### config.mk
export PLATFORM = sky130hd
export DESIGN_NAME = adc_control_register_one
export DESIGN_NICKNAME = d
export VERILOG_FILES = /design/src/logic/adc_ctrl_pkg.sv /design/src/logic/adc_control_register_one.sv /design/src/logic/sample_fifo.sv
export SDC_FILE = /design/constraint.sdc
export NUM_CORES = 1
export LEC_CHECK = 0
export BUFFER_PORTS_ARGS = -buffer_cell sky130_fd_sc_hd__buf_2
export CORE_UTILIZATION = 37
export DETAILED_ROUTE_END_ITERATION = 12
export REMOVE_ABC_BUFFERS = 1
export SYNTH_ARGS = -nofsm -noshare
export SYNTH_HDL_FRONTEND = slang
export SYNTH_SLANG_ARGS = --single-unit
### constraint.sdc
create_clock -name i_clk -period 4.25 [get_ports i_clk]
set_input_delay 0.6375 -clock i_clk [delete_from_list [all_inputs] [get_ports i_clk]]
set_output_delay 0.6375 -clock i_clk [all_outputs]
set_load 0.02 [all_outputs]
### src/logic/adc_ctrl_pkg.sv
package adc_ctrl_pkg;

  // Control register layout
  localparam int          CR_W          = 10;
  localparam int          SAMPLE_W      = 12;
  localparam int          FIFO_DEPTH    = 16;
  localparam int          BIT_SWRST     = 0;
  localparam int          BIT_FIFO_OVERFLOW_FLAG      = 1;
  localparam int          BIT_FLUSH     = 1;
  localparam int          BIT_TRIG_LO   = 2;
  localparam int          BIT_TRIG_HI   = 3;
  localparam int          BIT_AV_PULSE  = 4;
  localparam int          BIT_AV_POL    = 5;
  localparam int          BIT_RW_COMB   = 6;
  localparam int          BIT_FMT       = 7;
  localparam int          BIT_OFFSET    = 8;
  localparam int          BIT_REGISTER_READBACK_ENABLE     = 9;

  // Reset values
  localparam logic [9:0]  CR0_RESET     = 10'h000;
  localparam logic [1:0]  TRIG_RESET    = 2'h0;
  localparam logic        AV_PULSE_RST  = 1'b1;
  localparam logic        AV_POL_RST    = 1'b1;

  // Timing
  localparam logic [2:0]  STARTUP_TICKS = 3'h5;
  localparam int          CLK_NS        = 20;
  localparam int          AV_PULSE_NS   = 80;
  localparam int          AV_PULSE_CYC  = (AV_PULSE_NS / CLK_NS < 1) ? 1 : AV_PULSE_NS / CLK_NS;

  // Debug readback sequence length
  localparam logic [1:0]  REGISTER_READBACK_ENABLE_READS   = 2'h2;

  // Host bus pins, sampled synchronously
  typedef struct packed {
    logic                cs0_b;
    logic                cs1;
    logic                wr_b;
    logic                rd_b;
    logic                reg_sel;
    logic [SAMPLE_W-1:0] data;
  } host_bus_t;

  // Trigger level in values; zero marks a reserved code
  function automatic logic [4:0] trigger_level(input logic [1:0] chans_m1, input logic [1:0] code);
    logic [4:0] lvl;
    lvl = 5'h00;
    unique case (chans_m1)
      2'h0: lvl = (code == 2'h0) ? 5'h01 : (code == 2'h1) ? 5'h04 : (code == 2'h2) ? 5'h08 : 5'h0e;
      2'h1: lvl = (code == 2'h0) ? 5'h02 : (code == 2'h1) ? 5'h04 : (code == 2'h2) ? 5'h08 : 5'h0c;
      2'h2: lvl = (code == 2'h0) ? 5'h03 : (code == 2'h1) ? 5'h06 : (code == 2'h2) ? 5'h09 : 5'h0c;
      2'h3: lvl = (code == 2'h0) ? 5'h04 : (code == 2'h1) ? 5'h08 : (code == 2'h2) ? 5'h0c : 5'h00;
    endcase
    return lvl;
  endfunction

endpackage

### src/logic/adc_control_register_one.sv
// Function
// - Writing one to bit 0 resets device and both control registers.
// - Software reset also clears FIFO pointers and stored offset.
// - After reset, five conversion clocks pass before first FIFO write.
// - Read bit 1 shows FIFO overflow flag.
// - Overflow flag clears after host reads the second control register.
// - Writing one to bit 1 flushes the FIFO.
// - Bits 2 and 3 pick trigger level that raises data-available.
// - Bit 4, reset one: data-available level when zero, pulse when one.
// - Bit 5, reset one: data-available active high when one, low when zero.
// - Bit 6 set: write strobe becomes read-write line, read strobe ignored.
// - Bit 7 selects two's complement when zero, straight binary when one.
// - Writing one to bit 8 starts offset calibration with inputs forced zero.
// - Calibration result held and subtracted from later results until reset.
// - Bit 9 enables debug readback of both control registers.
// - Debug: first read gives register 0, second gives register 1.
// - Trigger codes map to value counts depending on channel count.
// - Level mode: inactive on first read, recheck after trigger-count reads.
// - Pulse lasts 80 ns (AV_PULSE_CYC clocks); no new pulse until values read.
`timescale 1ns/100ps
module adc_control_register_one #(
  parameter int FIFO_DEPTH   = adc_ctrl_pkg::FIFO_DEPTH,
  parameter int AV_PULSE_CYC = adc_ctrl_pkg::AV_PULSE_CYC
) (
  input  wire logic                              i_clk,
  input  wire logic                              i_rst_b,
  input  wire adc_ctrl_pkg::host_bus_t           i_bus,
  output logic [adc_ctrl_pkg::SAMPLE_W-1:0]      o_data,
  output logic                                   o_data_oe_b,
  input  wire logic                              i_conv_tick,
  input  wire logic                              i_conv_valid,
  input  wire logic [adc_ctrl_pkg::SAMPLE_W-1:0] i_conv_data,
  input  wire logic [1:0]                        i_chans_m1,
  output logic                                   o_cal_force_zero,
  output logic                                   o_data_available_output,
  output logic [adc_ctrl_pkg::CR_W-1:0]          o_cr0
);
  localparam int SW = adc_ctrl_pkg::SAMPLE_W;
  localparam int CW = $clog2(FIFO_DEPTH+1);
  localparam int PW = $clog2(AV_PULSE_CYC+1);

  typedef struct packed {
    logic [9:0]    cr0;
    logic [1:0]    trig;
    logic          av_pulse;
    logic          av_pol;
    logic          rw_comb;
    logic          fmt;
    logic          register_readback_enable;
    logic          fifo_overflow_flag;
    logic [SW-1:0] offset;
    logic          cal_pend;
    logic [2:0]    start_cnt;
    logic          rd_act;
    logic          wr_act;
    logic [1:0]    register_readback_enable_cnt;
    logic          av_active;
    logic          armed;
    logic [4:0]    reads_left;
    logic [PW-1:0] pulse_cnt;
    logic [SW-1:0] dout;
    logic          flush;
  } state_t;

  localparam state_t ST_RST = '{
    cr0:       adc_ctrl_pkg::CR0_RESET,
    trig:      adc_ctrl_pkg::TRIG_RESET,
    av_pulse:  adc_ctrl_pkg::AV_PULSE_RST,
    av_pol:    adc_ctrl_pkg::AV_POL_RST,
    start_cnt: adc_ctrl_pkg::STARTUP_TICKS,
    armed:     1'b1,
    default:   '0
  };

  state_t        st_r;
  state_t        st_nxt;
  logic          cs_act;
  logic          rd_int;
  logic          wr_int;
  logic          rd_start;
  logic          wr_start;
  logic          push_valid;
  logic [SW-1:0] push_data;
  logic [SW-1:0] corrected;
  logic          fifo_in_ready;
  logic          fifo_out_valid;
  logic          fifo_pop;
  logic [SW-1:0] fifo_out_data;
  logic [CW-1:0] fifo_count;
  logic [4:0]    tl;
  logic [9:0]    cr1_image;

  // Internal strobes from chip selects and strobe pins
  assign cs_act = !i_bus.cs0_b && i_bus.cs1;
  assign rd_int = cs_act && (st_r.rw_comb ? i_bus.wr_b : (!i_bus.rd_b && i_bus.wr_b));
  assign wr_int = cs_act && (st_r.rw_comb ? !i_bus.wr_b : (!i_bus.wr_b && i_bus.rd_b));
  assign rd_start = rd_int && !st_r.rd_act;
  assign wr_start = wr_int && !st_r.wr_act;

  assign cr1_image = {st_r.register_readback_enable, 1'b0, st_r.fmt, st_r.rw_comb, st_r.av_pol, st_r.av_pulse,
                      st_r.trig, st_r.fifo_overflow_flag, 1'b0};

  assign corrected = i_conv_data - st_r.offset;
  // Binary format flips the sign bit
  assign push_data = st_r.fmt ? {~corrected[SW-1], corrected[SW-2:0]} : corrected;
  assign push_valid = i_conv_valid && (st_r.start_cnt == 3'h0) && !st_r.cal_pend;

  // FIFO pops only on plain data reads
  assign fifo_pop = rd_start && (st_r.register_readback_enable_cnt == 2'h0) && !i_bus.reg_sel;

  assign tl = adc_ctrl_pkg::trigger_level(i_chans_m1, st_r.trig);

  // Data outputs and side controls
  assign o_data           = st_r.dout;
  assign o_data_oe_b      = !rd_int;
  assign o_cr0            = st_r.cr0;
  // Inputs forced to zero while calibrating
  assign o_cal_force_zero = st_r.cal_pend;
  assign o_data_available_output = st_r.av_pol ? st_r.av_active : !st_r.av_active;

  sample_fifo #(
    .W     (SW),
    .DEPTH (FIFO_DEPTH)
  ) u_fifo (
    .i_clk       (i_clk),
    .i_rst_b     (i_rst_b),
    .i_flush     (st_r.flush),
    .i_in_valid  (push_valid),
    .o_in_ready  (fifo_in_ready),
    .i_in_data   (push_data),
    .o_out_valid (fifo_out_valid),
    .i_out_ready (fifo_pop),
    .o_out_data  (fifo_out_data),
    .o_count     (fifo_count)
  );

  // Next-state logic for the whole register bank
  always_comb begin
    st_nxt        = st_r;
    st_nxt.rd_act = rd_int;
    st_nxt.wr_act = wr_int;
    st_nxt.flush  = 1'b0;

    // Startup count runs on conversion clock ticks
    if (i_conv_tick && st_r.start_cnt != 3'h0) begin
      st_nxt.start_cnt = st_r.start_cnt - 3'h1;
    end

    if (i_conv_valid && st_r.start_cnt == 3'h0 && st_r.cal_pend) begin
      st_nxt.offset   = i_conv_data;
      st_nxt.cal_pend = 1'b0;
    end

    // Host reads
    if (rd_start) begin
      if (st_r.register_readback_enable_cnt != 2'h0) begin
        // Register 0 first, then register 1
        st_nxt.dout      = (st_r.register_readback_enable_cnt == adc_ctrl_pkg::REGISTER_READBACK_ENABLE_READS) ? SW'(st_r.cr0) : SW'(cr1_image);
        st_nxt.register_readback_enable_cnt = st_r.register_readback_enable_cnt - 2'h1;
      end else if (i_bus.reg_sel) begin
        st_nxt.dout = SW'(cr1_image);
        st_nxt.fifo_overflow_flag = 1'b0;
      end else if (fifo_out_valid) begin
        st_nxt.dout = fifo_out_data;
      end
    end

    // Trigger bookkeeping on data reads
    if (fifo_pop && fifo_out_valid && !st_r.armed) begin
      if (!st_r.av_pulse) begin
        st_nxt.av_active = 1'b0;
      end
      if (st_r.reads_left <= 5'h01) begin
        st_nxt.reads_left = 5'h00;
        st_nxt.armed      = 1'b1;
      end else begin
        st_nxt.reads_left = st_r.reads_left - 5'h01;
      end
    end

    if (st_r.av_pulse && st_r.av_active) begin
      if (st_r.pulse_cnt <= PW'(1)) begin
        st_nxt.av_active = 1'b0;
        st_nxt.pulse_cnt = '0;
      end else begin
        st_nxt.pulse_cnt = st_r.pulse_cnt - PW'(1);
      end
    end

    // Fill reaching trigger level fires output
    if (st_r.armed && !st_r.flush && tl != 5'h00 && 5'(fifo_count) >= tl) begin // Count is stale while flush pends
      st_nxt.armed      = 1'b0;
      st_nxt.av_active  = 1'b1;
      st_nxt.reads_left = tl;
      st_nxt.pulse_cnt  = PW'(AV_PULSE_CYC);
    end

    // Full FIFO drops result; set wins over read clear
    if (push_valid && !fifo_in_ready) begin
      st_nxt.fifo_overflow_flag = 1'b1;
    end

    // Host writes
    if (wr_start) begin
      if (!i_bus.reg_sel) begin
        st_nxt.cr0 = i_bus.data[9:0];
      end else if (i_bus.data[adc_ctrl_pkg::BIT_SWRST]) begin
        // Full soft reset of both registers
        st_nxt        = ST_RST;
        st_nxt.rd_act = rd_int;
        st_nxt.wr_act = wr_int;
        st_nxt.flush  = 1'b1;
      end else begin
        st_nxt.trig     = i_bus.data[adc_ctrl_pkg::BIT_TRIG_HI:adc_ctrl_pkg::BIT_TRIG_LO];
        st_nxt.av_pulse = i_bus.data[adc_ctrl_pkg::BIT_AV_PULSE];
        st_nxt.av_pol   = i_bus.data[adc_ctrl_pkg::BIT_AV_POL];
        st_nxt.rw_comb  = i_bus.data[adc_ctrl_pkg::BIT_RW_COMB];
        st_nxt.fmt      = i_bus.data[adc_ctrl_pkg::BIT_FMT];
        st_nxt.register_readback_enable    = i_bus.data[adc_ctrl_pkg::BIT_REGISTER_READBACK_ENABLE];
        // Debug readback armed on rising enable
        if (i_bus.data[adc_ctrl_pkg::BIT_REGISTER_READBACK_ENABLE] && !st_r.register_readback_enable) begin
          st_nxt.register_readback_enable_cnt = adc_ctrl_pkg::REGISTER_READBACK_ENABLE_READS;
        end
        if (i_bus.data[adc_ctrl_pkg::BIT_OFFSET]) begin
          st_nxt.cal_pend = 1'b1;
        end
        // Flush empties FIFO and rearms trigger
        if (i_bus.data[adc_ctrl_pkg::BIT_FLUSH]) begin
          st_nxt.flush      = 1'b1;
          st_nxt.armed      = 1'b1;
          st_nxt.av_active  = 1'b0;
          st_nxt.reads_left = 5'h00;
        end
      end
    end
  end

  // Single state register; hard reset shares the soft reset value
  always_ff @(posedge i_clk) begin
    if (!i_rst_b) begin
      st_r <= ST_RST;
    end else begin
      st_r <= st_nxt;
    end
  end
endmodule

### src/logic/sample_fifo.sv
`timescale 1ns/100ps
module sample_fifo #(
  parameter int W     = 12,
  parameter int DEPTH = 16
) (
  input  wire logic                       i_clk,
  input  wire logic                       i_rst_b,
  input  wire logic                       i_flush,
  input  wire logic                       i_in_valid,
  output logic                            o_in_ready,
  input  wire logic [W-1:0]               i_in_data,
  output logic                            o_out_valid,
  input  wire logic                       i_out_ready,
  output logic [W-1:0]                    o_out_data,
  output logic [$clog2(DEPTH+1)-1:0]      o_count
);
  localparam int AW = $clog2(DEPTH);
  localparam int CW = $clog2(DEPTH+1);

  typedef struct packed {
    logic [DEPTH-1:0][W-1:0] mem;
    logic [AW-1:0]           wr_ptr;
    logic [AW-1:0]           rd_ptr;
    logic [CW-1:0]           count;
  } fifo_state_t;

  fifo_state_t st_r;
  fifo_state_t st_nxt;
  logic        push;
  logic        pop;

  // Honest flags straight from the count
  assign o_in_ready  = (st_r.count != CW'(DEPTH));
  assign o_out_valid = (st_r.count != '0);
  assign o_out_data  = st_r.mem[st_r.rd_ptr];
  assign o_count     = st_r.count;
  assign push        = i_in_valid && o_in_ready;
  assign pop         = i_out_ready && o_out_valid;

  // Pointer wrap relies on DEPTH being a power of two
  always_comb begin
    st_nxt = st_r;
    if (push) begin
      st_nxt.mem[st_r.wr_ptr] = i_in_data;
      st_nxt.wr_ptr           = st_r.wr_ptr + AW'(1);
    end
    if (pop) begin
      st_nxt.rd_ptr = st_r.rd_ptr + AW'(1);
    end
    st_nxt.count = st_r.count + CW'(push) - CW'(pop);
    if (i_flush) begin
      st_nxt.wr_ptr = '0;
      st_nxt.rd_ptr = '0;
      st_nxt.count  = '0;
    end
  end

  // Hard reset clears storage too; flush resets only pointers and count
  always_ff @(posedge i_clk) begin
    if (!i_rst_b) begin
      st_r <= '0;
    end else begin
      st_r <= st_nxt;
    end
  end
endmodule

==> summary.md <==
| Metric | Value |
|---|---|
| Leading area contributor after synthesis | dfxtp_1 |
| CTS Buf Count | 29 |
| WP data required | about 4.7 ns |
| Synthesized area per cell | ~9.0 µm² |
| Hold EP | st_r[25] |
| Achievable Freq | approximately 0.32 GHz |
| H-tree levels | 1 |
| Final HPWL DP | 22.0 mm |
| Post-CTS Resized | 0 |
| Metal3 WL | approximately 1.7 mm |
| Crit Path Class | flop to flop |
| Via count | roughly 10000 |
| Leak pwr | 4.95 nW |
| Max Clock Skew | about 0.016 ns |
| FF-to-FF End | u_fifo.o_count[4] |
| Sw frac | 25.0% |
| Slew @ Worst Pin | between 1 and 1.5 ns |
| Antenna Cells | 0 |
| CTS tree | done |
| Hold_buf cts | 0 |
| Avg WL per Cell | approximately 17 µm |
| Final setup viols | 0 |
| Die width | 185 µm |
| CP startpoint | u_fifo.o_count[3] |
| Critical path, cell by cell | inv_1, ha_1, or4b_2, nand2_1, nor2_1, ha_1, inv_1, ha_1, inv_1, fa_1, inv_1, a21oi_1, nor2_1, nor2_1, xnor2_1, nor2_1 |
| Placed cell areas | 12800 µm² |
| Slowest Stage Delay on Critical Path | 0.64 ns |
| Top cell type's share of synthesized area | a little over two fifths |
| ANT nets after route | 0 |
| Startpoint types | flop |
| Clock power share | 45.8% |
| Max VDD drop | 0.000260 V |
| Routed Wire Length | 32.2 mm |
| CTS sink count | about 270 |
| Post-route cell area | 13900 µm² |
| Die height | 185 µm |
| Yosys cell types | 59 |
| Hold wc startpoint | i_bus[14] |
| Combinational Power Share | a little under a tenth |
| Slew headroom | approximately 27% |
| Setup slack, reg-to-reg | 1.15 ns |
| Dpl cells | 1786 |
| FF-to-FF path depth | 16 |
| #FFs+latches synth | 266 |
| All-Layer GR Usage | 19.1% |
| DR top layer | met4 |
| Initial Util | between 30% and 40% |
| Internal | 0.00434 W |
| Clock transition at path regs | 0.06 ns |
| Initial drt markers | 847 |
| Slowest CP cell | or4b_2 |
| Crit path arrival time | 3.52 ns |
| Crit Path Max Fanout | 4 |
| Post-synth top cells | dfxtp_1 (266), nor2_1 (179), nand2_1 (160) |
| Met1 WL | 15.0 mm |
| Setup_tns | 0 ns |
| Worst-Skew Late Latency | 0.55 ns |
| Status | finished, final reports clean |
| Vias in the first global route | between 9000 and 10000 |
| Initial antenna violation count | 0 |
| Io pins | 60 |
| Primary FF master, synth | dfxtp_1 |
| Hold WC Path Type | primary input to flop |
| Post-layout util | a little over two fifths |
| Hold Worst Slack | 0.305 ns |
| Post-synth EDFFs | 0 |
| Fin crit period | 3.10 ns |
| Pwr Density | 417 nW/µm² |
| Crit. End Element | flop |
| Most instantiated library cell after synthesis | dfxtp_1 |
| First-pass GRT wire length | around 52 mm |
| Cell area after synthesis | 12400 µm² |
| Fin nets | between 1000 and 1500 |
| Area Overhead vs Synth | 12.1% |
| Seq/Total Area, Yosys | 43.1% |
| TritonRoute pass-1 iters | 5 |
| Post-Syn Instances | 1380 |
| Site Rows | 66 |
| Final global-route overflow total | 0 |
| Fin crit share | 73.0% |
| Synth warn | 0 |
| GPL Wtd Cong | 0.807 |
| RSZ-0062 raised after global routing | false |
| Met2 routed WL | 14.9 mm |
| Share of cells above drive strength 1 | 15.6% |
| Vias per cell | 5.42 |
| Synth async-reset ratio | 0% |
| DRC | 0 |
| Slew Viols, Final | 0 |
| Setup Buffers After CTS | 0 |
| Root buf cell | clkbuf_16 |
| CTS max path bufs | 3 |
| Final Non-Filler Cells | 1840 |
| Hold path cells | 2 |
| Total Die Area | between 30000 and 40000 µm² |
| Core Area | between 30000 and 40000 µm² |
| Max cap viols | 0 |
| Buffers on Ports | 57 |
| RR Startpoint | u_fifo.o_count[3] |
| Seq pwr share | 44.6% |
| Synth area leaders | dfxtp_1 (43%), mux4_2 (10%), nor2_1 (5.4%) |
| Sw power | 0.00145 W |
| Hold Vio Cnt, Final | 0 |
| Largest net degree at the start of global routing | 77 |
==> final cells by class <==
| cell class | count | area [µm²] |
|---|---|---|
| fillers | 3170 | 18800 |
| inverters | 38 | 145 |
| multi-input cells | 953 | 6310 |
| clock buffers | 37 | 816 |
| flip-flops and latches | 266 | 5330 |
| repair buffers | 87 | 510 |
| well taps | 442 | 553 |
| clock inverters | 17 | 195 |
==> per-layer routing <==
layer / GRT usage, % / vias up
met5: 0 / -
met4: 5.29 / 0
met3: 2.75 / 51
met2: 31.7 / 230
met1: 25.8 / 4855
li1: - / 4842
==> placed cells by master (no fill, tap or decap), drive strengths merged, types with 12 or more instances in the layout <==
cell / instances
nand3: 65
mux4: 57
nand2: 160
inv: 40
buf: 87
a21oi: 123
nor3: 18
a211oi: 37
nand2b: 12
dfxtp: 266
nor2: 179
o21a: 37
a22oi: 13
ha: 36
o21ai: 91
clkbuf: 37
==> worst max-delay path, delay by kind of cell (launching register included) <==
kind / cells / cell delay, ns
AND/OR/NAND/NOR: 6 / 1.15
XOR/XNOR: 1 / 0.16
buffers and inverters: 4 / 0.27
flip-flops: 1 / 0.33
adder cells (fa/ha/maj): 4 / 1.00
AO/OA/AOI/OAI: 1 / 0.06
==> worst max path at each step <==
stage,to,slack [ns],cells past startpoint
2_1_floorplan,o_data[0],0.62,4
3_3_place_gp,u_fifo.o_count[4],1.16,15
3_5_place_dp,u_fifo.o_count[4],1.13,15
4_1_cts,u_fifo.o_count[4],1.12,16
5_1_grt,u_fifo.o_count[4],0.91,16
6_report,u_fifo.o_count[4],1.15,16
==> power groups by stage <==
stage / Combinational (W) / Sequential [W] / Clock [W]
global route: 0.000622 / 0.00259 / 0.00281
floorplan: 0.000364 / 0.00263 / 0
global placement: 0.000543 / 0.00263 / 0
CTS: 0.000558 / 0.00258 / 0.00269
finish: 0.000557 / 0.00258 / 0.00265
detailed placement: 0.000555 / 0.00264 / 0
==> registers in the layout, summed over array words and instances, names as in the netlist <==
signal	flops
cr1_image	8
o_cal_force_zero	1
o_cr0	10
o_data	12
st_r	30
u_fifo.o_count	5
u_fifo.st_r	200
==> cell families after synthesis <==
group / after synthesis / synth area share [%]
buffers and inverters: 161 / 5.88
xor gates and xnor gates: 20 / 1.42
adders and majority gates: 38 / 3.97
DFF: 266 / 43.1
and+or+nand+nor: 479 / 17.0
AOI/OAI and AO/OA: 347 / 17.2
muxes: 69 / 11.4
==> metrics by stage <==
step,worst slack [ns],power [W]
after floorplan,0.620,0.00299
after global placement,1.16,0.00318
after detailed placement,1.13,0.00319
after CTS,1.12,0.00583
after global routing,0.911,0.00602
final,1.15,0.00578
Note: power is estimated with default switching activity, not from simulation.
